$ cat src/rtl/axr_map.svh
// Purpose: Named constants for the auxiliary regulator control block
// Assumes: Included by bare name
// Notes: Definitions only
`ifndef AXR_MAP_SVH
`define AXR_MAP_SVH

`define AXR_RST_LOCKED 1'b0
`define AXR_RST_FLAG 1'b0
`define AXR_RST_ON 1'b0
`define AXR_VSEL_5V0 1'b0
`define AXR_VSEL_3V3 1'b1

`endif

$ cat src/rtl/axr_pkg.sv
// Purpose: Types for the auxiliary regulator control block
// Assumes: Included header supplies the constants
// Notes: Types only
package axr_pkg;

    // Chip operating modes as seen by this block
    typedef enum logic [2:0]
    {
        AXR_MODE_INIT,
        AXR_MODE_NORMAL,
        AXR_MODE_STOP,
        AXR_MODE_SLEEP,
        AXR_MODE_RESTART,
        AXR_MODE_FAILSAFE
    } axr_mode_e;

    // Locked configuration
    typedef enum logic [1:0]
    {
        AXR_CFG_NONE,
        AXR_CFG_STANDALONE,
        AXR_CFG_SHARE
    } axr_cfg_e;

endpackage

$ cat src/rtl/axr_ctrl.sv
// Purpose: Configuration lock and on/off control of the auxiliary regulator
// Assumes: All inputs synchronous to clk_i; resetn_i is power-on reset
// Notes: soft_reset_i clears everything except the configuration lock and the power-path registers
//
// Notes on behaviour
// - Stand-alone enable in Normal mode selects stand-alone configuration.
// - Load-share enable bit selects load-sharing configuration.
// - First selected configuration locks; later switch attempts ignored.
// - Lock survives soft reset, cleared only by power loss.
// - Stand-alone: select cleared gives 5.0V, set gives 3.3V.
// - Voltage select ignored in load-sharing configuration.
// - Off in Init/Fail-Safe; Normal configurable; per-config Stop/Sleep/Restart.
// - Load-sharing follows main regulator on/off in Normal and Restart; selectable in any mode.
// - Supply undervoltage turns regulator off; recovery re-enables it.
// - Undervoltage override keeps regulator on below threshold.
// - Load-sharing stays on in Stop only with keep-in-stop set.
// - Status flags reported for the supply status register.
// - Stop mode: base current above rising threshold enables high power.
// - Stop mode: below falling threshold disables high power path.
// - Normal mode runs only the high-power path.
// - Change attempt after load sharing locked sets SPI failure flag.
// - Stand-alone shunt threshold sets only overcurrent flag; clearable.
`timescale 1ns/10ps
`include "axr_map.svh"

module axr_ctrl
    import axr_pkg::*;
(
    input wire logic clk_i,
    input wire logic resetn_i,
    input wire logic en_i,
    input wire logic soft_reset_i,
    input axr_mode_e mode_i,
    input wire logic standalone_enable_i,
    input wire logic load_share_enable_i,
    input wire logic aux_voltage_select_i,
    input wire logic supply_uv_override_i,
    input wire logic share_keep_in_stop_i,
    input wire logic main_regulator_on_i,
    input wire logic supply_uv_i,
    input wire logic shunt_threshold_i,
    input wire logic oc_clear_i,
    input wire logic base_above_rise_i,
    input wire logic base_below_fall_i,
    output logic aux_regulator_on_o,
    output logic aux_vsel_3v3_o,
    output logic hp_enable_o,
    output logic lp_enable_o,
    output logic cfg_standalone_o,
    output logic cfg_share_o,
    output logic aux_overcurrent_flag_o,
    output logic aux_uv_flag_o,
    output logic spi_fail_set_o
);

    // ********************************************************
    // Decoding helpers
    // ********************************************************
    function automatic logic is_standalone(input axr_cfg_e cfg);
        return (cfg == AXR_CFG_STANDALONE);
    endfunction

    function automatic logic is_share(input axr_cfg_e cfg);
        return (cfg == AXR_CFG_SHARE);
    endfunction

    // Stand-alone selection only honoured in Normal mode
    function automatic logic standalone_request(input logic sa, input logic ls, input axr_mode_e mode);
        return sa && !ls && (mode == AXR_MODE_NORMAL);
    endfunction

    // Both bits at once is no valid request
    function automatic logic share_request(input logic sa, input logic ls);
        return ls && !sa;
    endfunction

    // ********************************************************
    // Configuration lock
    // ********************************************************
    axr_cfg_e cfg_q;
    axr_cfg_e cfg_d;
    logic fail_q;
    logic fail_d;

    always_comb
    begin
        cfg_d = cfg_q;
        fail_d = 1'b0;
        unique case (cfg_q)
            AXR_CFG_NONE:
            begin
                if (share_request(standalone_enable_i, load_share_enable_i))
                begin
                    cfg_d = AXR_CFG_SHARE;
                end
                else if (standalone_request(standalone_enable_i, load_share_enable_i, mode_i))
                begin
                    cfg_d = AXR_CFG_STANDALONE;
                end
            end
            AXR_CFG_STANDALONE:
            begin
                cfg_d = AXR_CFG_STANDALONE;
            end
            AXR_CFG_SHARE:
            begin
                fail_d = standalone_enable_i;
            end
            default:
            begin
                cfg_d = AXR_CFG_NONE;
            end
        endcase
    end

    // Soft reset never reaches the lock
    always_ff @(posedge clk_i or negedge resetn_i)
    begin
        if (!resetn_i)
        begin
            cfg_q <= AXR_CFG_NONE;
            fail_q <= `AXR_RST_FLAG;
        end
        else if (en_i)
        begin
            cfg_q <= cfg_d;
            if (soft_reset_i)
            begin
                fail_q <= `AXR_RST_FLAG;
            end
            else
            begin
                fail_q <= fail_d;
            end
        end
    end

    // ********************************************************
    // Regulator on/off by chip mode
    // ********************************************************
    logic on_q;
    logic on_d;
    logic vsel_q;
    logic vsel_d;
    logic uv_block;

    assign uv_block = supply_uv_i && !supply_uv_override_i;

    always_comb
    begin
        on_d = on_q;
        vsel_d = vsel_q;
        if (is_standalone(cfg_q))
        begin
            unique case (mode_i)
                AXR_MODE_NORMAL:
                begin
                    on_d = standalone_enable_i;
                    vsel_d = aux_voltage_select_i ? `AXR_VSEL_3V3 : `AXR_VSEL_5V0;
                end
                AXR_MODE_INIT, AXR_MODE_FAILSAFE:
                begin
                    on_d = 1'b0;
                end
                AXR_MODE_STOP, AXR_MODE_SLEEP, AXR_MODE_RESTART:
                begin
                    on_d = on_q;
                end
                default:
                begin
                    on_d = 1'b0;
                end
            endcase
        end
        else if (is_share(cfg_q))
        begin
            vsel_d = `AXR_VSEL_5V0;
            unique case (mode_i)
                AXR_MODE_NORMAL, AXR_MODE_RESTART:
                begin
                    on_d = main_regulator_on_i;
                end
                AXR_MODE_STOP:
                begin
                    on_d = share_keep_in_stop_i && main_regulator_on_i;
                end
                AXR_MODE_INIT, AXR_MODE_SLEEP, AXR_MODE_FAILSAFE:
                begin
                    on_d = 1'b0;
                end
                default:
                begin
                    on_d = 1'b0;
                end
            endcase
        end
        else
        begin
            on_d = 1'b0;
        end
    end

    // Soft reset drops the regulator, the lock stays
    always_ff @(posedge clk_i or negedge resetn_i)
    begin
        if (!resetn_i)
        begin
            on_q <= `AXR_RST_ON;
            vsel_q <= `AXR_VSEL_5V0;
        end
        else if (en_i)
        begin
            if (soft_reset_i)
            begin
                on_q <= `AXR_RST_ON;
                vsel_q <= `AXR_VSEL_5V0;
            end
            else
            begin
                on_q <= on_d;
                vsel_q <= vsel_d;
            end
        end
    end

    // ********************************************************
    // Status flags
    // ********************************************************
    logic oc_q;
    logic oc_d;
    logic uvf_q;
    logic uvf_d;

    always_comb
    begin
        oc_d = oc_q;
        if (oc_clear_i && !shunt_threshold_i)
        begin
            oc_d = 1'b0;
        end
        // Set wins over a clear in the same cycle
        if (is_standalone(cfg_q) && shunt_threshold_i)
        begin
            oc_d = 1'b1;
        end
        uvf_d = is_standalone(cfg_q) && uv_block && on_q;
    end

    always_ff @(posedge clk_i or negedge resetn_i)
    begin
        if (!resetn_i)
        begin
            oc_q <= `AXR_RST_FLAG;
            uvf_q <= `AXR_RST_FLAG;
        end
        else if (en_i)
        begin
            if (soft_reset_i)
            begin
                oc_q <= `AXR_RST_FLAG;
                uvf_q <= `AXR_RST_FLAG;
            end
            else
            begin
                oc_q <= oc_d;
                uvf_q <= uvf_d;
            end
        end
    end

    // ********************************************************
    // Outputs
    // ********************************************************
    logic reg_on;

    assign reg_on = on_q && !uv_block;

    always_comb
    begin
        aux_regulator_on_o = reg_on;
        aux_vsel_3v3_o = vsel_q;
        cfg_standalone_o = is_standalone(cfg_q);
        cfg_share_o = is_share(cfg_q);
        aux_overcurrent_flag_o = oc_q;
        aux_uv_flag_o = uvf_q;
        spi_fail_set_o = fail_q;
    end

    axr_power_path u_power_path
    (
        .clk_i(clk_i),
        .resetn_i(resetn_i),
        .en_i(en_i),
        .reg_on_i(reg_on),
        .mode_i(mode_i),
        .base_above_rise_i(base_above_rise_i),
        .base_below_fall_i(base_below_fall_i),
        .hp_enable_o(hp_enable_o),
        .lp_enable_o(lp_enable_o)
    );

endmodule // axr_ctrl

$ cat src/rtl/axr_power_path.sv
// Purpose: Low-power / high-power regulator path selection
// Assumes: Base-current comparators are synchronous to clk_i
// Notes: Hysteresis between rising and falling peak thresholds
`timescale 1ns/10ps
`include "axr_map.svh"

module axr_power_path
    import axr_pkg::*;
(
    input wire logic clk_i,
    input wire logic resetn_i,
    input wire logic en_i,
    input wire logic reg_on_i,
    input axr_mode_e mode_i,
    input wire logic base_above_rise_i,
    input wire logic base_below_fall_i,
    output logic hp_enable_o,
    output logic lp_enable_o
);

    logic hp_q;
    logic hp_d;
    logic lp_q;
    logic lp_d;

    always_comb
    begin
        hp_d = hp_q;
        lp_d = lp_q;
        if (!reg_on_i)
        begin
            hp_d = 1'b0;
            lp_d = 1'b0;
        end
        else if (mode_i == AXR_MODE_STOP)
        begin
            lp_d = 1'b1;
            if (base_above_rise_i)
            begin
                hp_d = 1'b1;
            end
            else if (base_below_fall_i)
            begin
                hp_d = 1'b0;
            end
        end
        else
        begin
            hp_d = 1'b1;
            lp_d = 1'b0;
        end
    end

    always_ff @(posedge clk_i or negedge resetn_i)
    begin
        if (!resetn_i)
        begin
            hp_q <= `AXR_RST_ON;
            lp_q <= `AXR_RST_ON;
        end
        else if (en_i)
        begin
            hp_q <= hp_d;
            lp_q <= lp_d;
        end
    end

    assign hp_enable_o = hp_q;
    assign lp_enable_o = lp_q;

endmodule // axr_power_path

$ cat config.mk
export PLATFORM = sky130hd
export DESIGN_NAME = axr_ctrl
export DESIGN_NICKNAME = d
export VERILOG_FILES = /design/src/rtl/axr_pkg.sv /design/src/rtl/axr_ctrl.sv /design/src/rtl/axr_power_path.sv
export VERILOG_INCLUDE_DIRS = /design/src /design/src/rtl
export SDC_FILE = /design/constraint.sdc
export NUM_CORES = 1
export LEC_CHECK = 0
export ABC_CLOCK_PERIOD_IN_PS = 1350
export BUFFER_PORTS_ARGS = -buffer_cell sky130_fd_sc_hd__buf_2
export CORE_AREA = 2 2 39 41
export DETAILED_ROUTE_END_ITERATION = 7
export DIE_AREA = 0 0 41 43
export GPL_ROUTABILITY_DRIVEN = 0
export GPL_TIMING_DRIVEN = 0
export PLACE_DENSITY = 0.68
export SYNTH_ARGS = -nofsm -noshare
export SYNTH_HDL_FRONTEND = slang
export SYNTH_HIERARCHICAL = 1
export SYNTH_SLANG_ARGS = --single-unit
$ cat constraint.sdc
create_clock -name clk_i -period 1.35 [get_ports clk_i]
set_input_delay 0.2025 -clock clk_i [delete_from_list [all_inputs] [get_ports clk_i]]
set_output_delay 0.2025 -clock clk_i [all_outputs]
set_load 0.05 [all_outputs]
==> results of run 1 <==
[path summary, 6_finish.rpt]
path                                       from  cells after the start                to  slack (ns)
max in group asynchronous              resetn_i                      2    aux_vsel_3v3_o        0.83
min in group asynchronous              resetn_i                      2          cfg_q[1]        0.33
setup reg to reg                       cfg_q[1]                      4              on_q        0.13
setup / recovery                       cfg_q[0]                      3  cfg_standalone_o        0.06
hold / removal             aux_voltage_select_i                      3    aux_vsel_3v3_o        0.19
hold reg to reg                        cfg_q[1]                      1          cfg_q[0]        0.51
[through the flow]
step / TNS, ns / area (µm²) / power (mW)
floorplan: -0.0263 / 541 / 0.420
global placement: 0 / 691 / 0.485
detailed placement: 0 / 691 / 0.486
CTS: 0 / 734 / 0.704
global route: -0.00976 / 761 / 0.743
finish: 0 / 761 / 0.699
[area by class of cell]
class	instances	area, µm²
Multi-Input combinational cell	38	277
Tap cell	16	20.0
Sequential cell	9	225
Clock buffer	4	26.3
Timing Repair Buffer	29	174
Fill cell	143	623
Buffer	1	5.00
Inverter	8	33.8
[cells in the final DEF (no fill, tap or decap), types with 2 or more instances in the layout]
| cell | count |
|---|---|
| buf_2 | 24 |
| dfrtp_1 | 9 |
| inv_1 | 7 |
| nor2_1 | 5 |
| nand2_1 | 4 |
| clkbuf_4 | 3 |
| buf_6 | 3 |
| a21oi_1 | 2 |
| o22ai_1 | 2 |
| mux2i_1 | 2 |
| o31ai_1 | 2 |
| buf_4 | 2 |
[flip-flops by register name, indices dropped and copies added (netlist names)]
signal and flops:
cfg_q 2, aux_overcurrent_flag_o 1, aux_uv_flag_o 1, aux_vsel_3v3_o 1, on_q 1, spi_fail_set_o 1
u_power_path/hp_enable_o 1, u_power_path/lp_enable_o 1
[tightest hold or removal path, cell delays in order]
cell     delay (ns)
buf_2          0.09
nand2_1        0.05
mux2i_1        0.06
[kinds of logic after synthesis]
kind of cell    count (synthesis)  synth area share, %
simple gates                   20                 23.4
flops                           9                 43.1
xor+xnor                        1                 1.67
compound gates                 14                 19.1
mux                             3                 5.98
buf+inv                         9                 6.70
[power by group through the flow]
stage / Sequential [mW] / Clock, mW / Combinational [mW]
after global routing: 0.301 / 0.231 / 0.211
after detailed placement: 0.303 / 0 / 0.183
after floorplan: 0.338 / 0 / 0.0814
after CTS: 0.298 / 0.217 / 0.189
final: 0.298 / 0.209 / 0.193
after global placement: 0.302 / 0 / 0.183
[timing repair]
action,CTS,global route
endpoints found under the hold margin,9,0
resized for setup,3,3
hold buffers,1,0
endpoints found under the setup margin,3,3
setup buffers,0,2
[per-layer routing]
| metal | vias up | part of all wire [%] | track usage (%) |
|---|---|---|---|
| met4 | 0 | 0.50 | 6.00 |
| met2 | 13 | 47 | 24.1 |
| met3 | 2 | 5.0 | 4.71 |
| li1 | 272 | - | - |
| met5 | - | 0 | 0 |
| met1 | 237 | 47 | 20.3 |
==> flow_summary_export.csv, run 1 <==
group,metric,value,unit
run,maxCapViolations,0,
finish,final_cells,105,
drt,drc_errors,0,
synthesis,synth_area_leader_cell,"dfrtp_1",
place,dp.cells,98,
setup_path,crit_path_max_fanout,6,
setup_path,path_delay_family,"flip-flops",
power,switching_share,32.2,%
synthesis,synth_warnings,6,
synthesis,synth.distinct_cells,29,
drt,drtAntennaViolNets,0,
timing,worst_pin_slew,0.278,ns
setup_path,critPathRequiredTime,1.15,ns
power,p_int,0.474,mW
setup_path,critical_path.endpoint_type,"output pin",
global_routing,grt_pass1_wl,1.93,mm
global_routing,grt_max_degree,11,
timing,period_share,95.7,%
drt,drtPass1Iterations,4,
setup_path,crit_type,"reg -> out",
setup_path,path_cells,"nand2b_4 -> clkinvlp_4 -> buf_6",
clocking,clock-root-buffer,"clkbuf_4",
setup_path,crit_slowest_cell,"dfrtp_1",
timing,min_period,1.29,ns
synthesis,ys.flop_type,"dfrtp_1",
floorplan,initial_utilization,37.8,%
synthesis,netlist.area_leader.share,43.1,%
finish,utilization,55.0,%
power,irDropWorstVdd,0.713,mV
setup_path,cp_num_buf_inv,2,
timing,report.final.setup_viol,0,
drt,vias,524,
drt,drt-initial-drc-count,5,
global_routing,gr-usage-all-layers,15.9,%
synthesis,ys_top_cells_by_area,"dfrtp_1 43%, inv_1 5.7%, mux2i_1 3.8%, nor2_1 3.6%, nand2_1 2.9%",
floorplan,die_width,41,µm
timing,final_max_slew_viol_count,0,
drt,avgRoutedWirePerCell,11.5,µm
timing,relSlewSlack,81.3,%
synthesis,syn_area_per_cell,9.34,µm²
setup_path,crit_arrival,1.09,ns
synthesis,synthTopCellsByCount,"9 x dfrtp_1, 8 x inv_1, 5 x nor2_1",
power,power_density,919,mW/mm²
finish,area_delta_synth_final,45.5,%
global_routing,grt_pass1_vias,491,
synthesis,synth_edf_count,0,
synthesis,yosysMostFrequentCell,"dfrtp_1",
power,clkPwrFrac,29.9,%
timing,whs,0.193,ns
drt,drt-vias-per-instance,4.99,
clocking,numCtsBuffers,3,
floorplan,die_y,43,µm
power,power_leakage,0.380,nW
synthesis,ys_seq_area_share,43.1,%
power,combPwrFrac,27.6,%
clocking,clk_pin_slew,0.07,ns
timing,hold_violations,0,
synthesis,async_flop_share,100,%
timing,fin_skew,0.00538,ns
timing,max_freq,0.774,GHz
finish,nNetsFinal,108,
global_routing,antenna_found_initial,0,
floorplan,die_area,0.00176,mm²
setup_path,slowest_delay,0.44,ns
floorplan,rows,14,
timing,rsz0062_at_grt,"yes",
finish,drive_above_1_share,42.7,%
synthesis,syn_area,523,µm²
finish,antennaDiodeCount,0,
place,preCtsSetupSlack,0.130,ns
synthesis,syn-num-nets,74,
floorplan,pin_count,27,
clocking,h-tree-depth,1,
clocking,worstSkewPairLatency,0.26,ns
drt,finalWirelength,1.21,mm
power,power_frac_seq,42.6,%
setup_path,start_kind,"flip-flop",
synthesis,ys_ff_latch,9,
floorplan,core_area,0.00138,mm²
timing,fin_ws,0.0576,ns
run_status,status,"completed",
clocking,clock_path_buffers,2,
clocking,cts_tree,"done",
synthesis,netlist_instances,56,
place,portBuffers,26,
clocking,cts.sinks,9,
min_path,hp-class,"in -> reg",
power,power.switching,0.225,mW
global_routing,grt_remaining_overflow,0,
Note: power is estimated with default switching activity, not from simulation.
==> run 2, diff against run 1 <==
- PLACE_DENSITY: 0.68 -> 0.67
- SYNTH_HIERARCHICAL: 1 -> unset
==> flow_summary_export.csv, run 2 <==
group,metric,value,unit
power,power.switching,0.231,mW
finish,drive_above_1_share,41.2,%
timing,report.final.setup_viol,0,
clocking,worstSkewPairLatency,0.26,ns
drt,drtAntennaViolNets,0,
synthesis,async_flop_share,100,%
setup_path,rr_worst_depth,4,
run_status,status,"completed",
floorplan,rows,14,
setup_path,crit_start,"cfg_q[0]",
clocking,cts_tree,"done",
synthesis,synth.distinct_cells,29,
global_routing,grt_max_degree,11,
place,dpl.hpwl,1.00,mm
drt,drc_errors,0,
synthesis,synthTopCellsByCount,"9 x dfrtp_1, 5 x inv_1, 4 x nand2_1",
synthesis,synthXorXnorAreaFrac,1.69,%
synthesis,syn_area_per_cell,9.57,µm²
finish,final_cells,101,
floorplan,pin_count,27,
setup_path,crit_arrival,1.13,ns
clocking,h-tree-depth,1,
power,p_total,0.704,mW
timing,whs,0.170,ns
timing,final_max_slew_viol_count,0,
timing,hold_violations,0,
drt,finalWirelength,1.23,mm
setup_path,crit_path_max_fanout,5,
power,irDropWorstVdd,0.519,mV
clocking,clock_path_buffers,2,
drt,vias,511,
synthesis,yosysMostFrequentCell,"dfrtp_1",
synthesis,synth_compound_area_share,21.8,%
power,power_leakage,0.365,nW
synthesis,netlist_instances,54,
synthesis,synth_top_family_by_area,"simple AND/OR/NAND/NOR gates",
timing,worst_pin_slew,0.385,ns
timing,rsz0062_at_grt,"yes",
drt,drt-vias-per-instance,5.06,
synthesis,ys_seq_area_share,43.6,%
global_routing,antenna_found_initial,0,
drt,drt-initial-drc-count,11,
finish,area_delta_synth_final,41.6,%
setup_path,r2r-start,"cfg_q[1]",
global_routing,grt_pass1_vias,458,
min_path,min-delay-start,"aux_voltage_select_i",
setup_path,critPathRequiredTime,1.15,ns
global_routing,gr-usage-all-layers,16.4,%
synthesis,synth_simple_gate_area_share,26.4,%
finish,nNetsFinal,104,
synthesis,synthMuxAreaShare,2.18,%
synthesis,synth_warnings,0,
clocking,clock-root-buffer,"clkbuf_4",
timing,max_freq,0.752,GHz
synthesis,syn-num-nets,72,
finish,stdcell_area,732,µm²
place,dp.cells,96,
timing,min_period,1.33,ns
min_path,hp-class,"in -> reg",
power,power_frac_seq,42.9,%
setup_path,start_kind,"flip-flop",
run,maxCapViolations,0,
clocking,clk_pin_slew,0.06,ns
timing,relSlewSlack,74.3,%
synthesis,ys.flop_type,"dfrtp_1",
synthesis,synthAdderAreaFrac,0,%
clocking,postCtsSetupBuffers,0,
power,clkPwrFrac,29.9,%
place,portBuffers,26,
synthesis,netlist.area_leader.share,43.6,%
finish,largest_register_ffs,2,
finish,utilization,52.9,%
drt,avgRoutedWirePerCell,12.2,µm
finish,antennaDiodeCount,0,
synthesis,ys_top_cells_by_area,"dfrtp_1 44%, nor3b_2 7.3%, inv_1 3.6%, a21oi_1 2.9%, nand3_1 2.9%",
global_routing,grt_remaining_overflow,0,
synthesis,syn_area,517,µm²
floorplan,die_area,0.00176,mm²
drt,drtPass1Iterations,4,
timing,period_share,98.4,%
finish,layout_commonest_cell,"buf_2",
timing,tns,0,ns
setup_path,endpoint,"cfg_share_o",
floorplan,die_width,41,µm
timing,fin_ws,0.0211,ns
floorplan,core_area,0.00138,mm²
power,power_density,962,mW/mm²
clocking,numCtsBuffers,3,
power,switching_share,32.8,%
synthesis,synth_area_leader_cell,"dfrtp_1",
synthesis,ys_ff_latch,9,
place,preCtsSetupSlack,0.0117,ns
power,combPwrFrac,27.2,%
synthesis,synth_edf_count,0,
finish,regMostFlops,"cfg_q",
timing,fin_skew,0.00444,ns
power,p_int,0.473,mW
clocking,cts.sinks,9,
global_routing,grt_pass1_wl,1.94,mm
finish,final_cell_mix,"24 x buf_2, 8 x dfrtp_1, 5 x inv_1",
setup_path,r2r_slack,0.07,ns
floorplan,die_y,43,µm
floorplan,initial_utilization,37.3,%
setup_path,crit_type,"reg -> out",
setup_path,critical_path.endpoint_type,"output pin",
setup_path,r2r-end,"on_q",
place,dpl-instance-area,672,µm²
run 2: changes by cell type in the layout (fill, tap and decap cells not counted), moves of 2 or more:
cell and change:
o21ai_1 +2, buf_4 -2, buf_6 -2, nor2_1 -4, nand3_1 +3, inv_1 -2
nor3b_2 +2, mux2i_1 -2
run 2: critical path: stages (launching register included):
cell	delay, ns
dfrtp_1	0.41
and2b_4	0.30
buf_8	0.15
run 2: power by group through the flow:
stage               Clock (mW)  Combinational (mW)  Sequential, mW
floorplan                    0              0.0785           0.341
global placement             0               0.176           0.304
detailed placement           0               0.181           0.305
CTS                      0.212               0.189           0.301
global route             0.237               0.206           0.305
finish                   0.211               0.191           0.302
run 2: worst min-delay path by stage:
stage,endpoint,cells past startpoint
2_1_floorplan,aux_overcurrent_flag_o,0
3_3_place_gp,cfg_q[1],1
3_5_place_dp,spi_fail_set_o,1
4_1_cts,aux_vsel_3v3_o,3
5_1_grt,aux_vsel_3v3_o,3
6_report,aux_vsel_3v3_o,3
run 2: layer usage:
layer	GRT usage [%]	up-vias	routed length (µm)
met4	8.00	0	32
met1	21.4	222	543
met3	3.14	5	65
met2	24.7	23	587
met5	0	-	0
li1	-	261	-
run 2: what timing repair did:
action                                  in CTS  in global routing
hold buffers                                 1                  0
pin swaps                                    1                  0
endpoints found under the setup margin       3                  2
gates cloned                                 0                  0
resized for setup                            4                  3
endpoints found under the hold margin        9                  0
run 2: cell families (layout without fill, tap and decap cells):
logic type      after synthesis  count (layout)
buf+inv                       6              37
simple gates                 20              20
mux                           1               1
compound gates               17              17
flops                         9               9
xor+xnor                      1               1
run 2: final cells by class:
class                   instances  area, µm²
plain buffers                   1       3.75
clock buffers                   4       26.3
fillers                       130        652
inverters                       5       18.8
multi-input cells              39        280
flip-flops and latches          9        226
well taps                      16       20.0
repair buffers                 27        156
==> run 3, diff against run 2 <==
- PLACE_DENSITY: 0.67 -> 0.72
==> flow_summary_export.csv, run 3 (synthesis results as in run 2) <==
group,metric,value,unit
timing,min_period,1.33,ns
drt,drtAntennaViolNets,0,
timing,report.final.setup_viol,0,
setup_path,rr_worst_depth,4,
global_routing,grt_remaining_overflow,0,
setup_path,r2r_slack,0.06,ns
global_routing,grt_pass1_wl,1.91,mm
finish,antennaDiodeCount,0,
drt,drt-initial-drc-count,7,
finish,final_cells,104,
power,clkPwrFrac,29.9,%
finish,seq_area,226,µm²
finish,final_cell_mix,"24 x buf_2, 8 x dfrtp_1, 5 x inv_1",
clocking,clk_pin_slew,0.06,ns
timing,max_freq,0.751,GHz
setup_path,critical_path.endpoint_type,"output pin",
setup_path,start_kind,"flip-flop",
timing,period_share,98.7,%
clocking,clock_path_buffers,2,
floorplan,pin_count,27,
finish,regMostFlops,"cfg_q",
global_routing,antenna_found_initial,0,
timing,worst_pin_slew,0.397,ns
timing,fin_skew,0.00549,ns
finish,fillers,124,
finish,nNetsFinal,107,
power,power_leakage,0.379,nW
power,irDropWorstVdd,0.533,mV
setup_path,crit_path_max_fanout,5,
setup_path,critPathRequiredTime,1.15,ns
global_routing,grt_pass1_vias,439,
timing,relSlewSlack,73.5,%
place,dpl.hpwl,949,µm
drt,vias,524,
timing,final_max_slew_viol_count,0,
finish,drive_above_1_share,43.2,%
min_path,min_path_cells,3,
drt,drtPass1Iterations,4,
clocking,numCtsBuffers,3,
min_path,holdPathEnd,"aux_vsel_3v3_o",
min_path,hp-class,"in -> reg",
floorplan,rows,14,
global_routing,gr-usage-all-layers,16.5,%
place,portBuffers,26,
clocking,cts_tree,"done",
drt,avgRoutedWirePerCell,12.2,µm
floorplan,die_area,0.00176,mm²
setup_path,r2r-start,"cfg_q[1]",
finish,area_delta_synth_final,44.6,%
timing,whs,0.194,ns
min_path,min-delay-start,"aux_voltage_select_i",
clocking,clock-root-buffer,"clkbuf_4",
power,p_int,0.471,mW
drt,drt-vias-per-instance,5.04,
finish,largest_register_ffs,2,
finish,layout_commonest_cell,"buf_2",
power,combPwrFrac,27.1,%
clocking,h-tree-depth,1,
finish,multi_input_area,280,µm²
power,switching_share,32.7,%
global_routing,grt_max_degree,11,
power,power_density,937,mW/mm²
floorplan,initial_utilization,37.3,%
timing,tns,0,ns
timing,fin_ws,0.0179,ns
run,maxCapViolations,0,
place,dp.cells,96,
power,power.switching,0.229,mW
setup_path,crit_arrival,1.13,ns
floorplan,core_area,0.00138,mm²
timing,hold_violations,0,
clocking,worstSkewPairLatency,0.26,ns
run_status,status,"completed",
floorplan,die_y,43,µm
place,preCtsSetupSlack,-0.0216,ns
drt,drc_errors,0,
setup_path,r2r-end,"on_q",
power,power_frac_seq,43.1,%
finish,utilization,54.0,%
floorplan,die_width,41,µm
drt,finalWirelength,1.27,mm
clocking,cts.sinks,9,
setup_path,crit_type,"reg -> out",
## run 3: cell count changes in the layout (fill, tap and decap cells not counted), sizes merged
cell / change
buf: +3
## run 3: area by class of cell
class | instances | area share [%]
Sequential cell | 9 | 30.3
Timing Repair Buffer | 30 | 22.9
Clock buffer | 4 | 3.52
Buffer | 1 | 0.503
Tap cell | 16 | 2.68
Inverter | 5 | 2.51
Multi-Input combinational cell | 39 | 37.5
## run 3: critical path, cell delays in order, from the launching register on
cell and delay [ns]:
dfrtp_1 0.41, and2b_4 0.30, buf_6 0.16
## run 3: metal layers
| metal | global-route usage [%] | part of all wire, % |
|---|---|---|
| met1 | 24.0 | 46 |
| met2 | 20.6 | 48 |
| met3 | 4.71 | 5.2 |
| met4 | 10.0 | 1.1 |
| met5 | 0 | 0 |
## run 3: power groups by stage
stage	registers, mW	logic [mW]	clock network [mW]
after floorplan	0.341	0.0785	0
after global placement	0.304	0.178	0
after detailed placement	0.305	0.179	0
after CTS	0.300	0.187	0.212
after global routing	0.304	0.205	0.227
final	0.301	0.189	0.209
## run 3: what timing repair did
item                                    CTS  global route
endpoints found under the setup margin    3             2
hold buffers                              1             0
buffers inserted                          0             3
pin swaps                                 1             1
gates resized for setup                   3             2
endpoints found under the hold margin     9             0
## run 3: per-stage QoR
step	instance area (µm²)	power, mW
after floorplan	522	0.419
after global placement	672	0.482
after detailed placement	672	0.484
after CTS	717	0.699
after global routing	747	0.736
final	747	0.700
## run 3: how the worst max path moves through the flow
stage | slack [ns] | to | depth (start not counted) | startpoint
floorplan | 0.11 | on_q | 4 | cfg_q[1]
global placement | -0.006 | on_q | 4 | cfg_q[1]
detailed placement | -0.02 | on_q | 4 | cfg_q[1]
CTS | 0.007 | on_q | 4 | cfg_q[1]
global route | -0.02 | cfg_share_o | 2 | cfg_q[0]
finish | 0.02 | cfg_share_o | 2 | cfg_q[0]
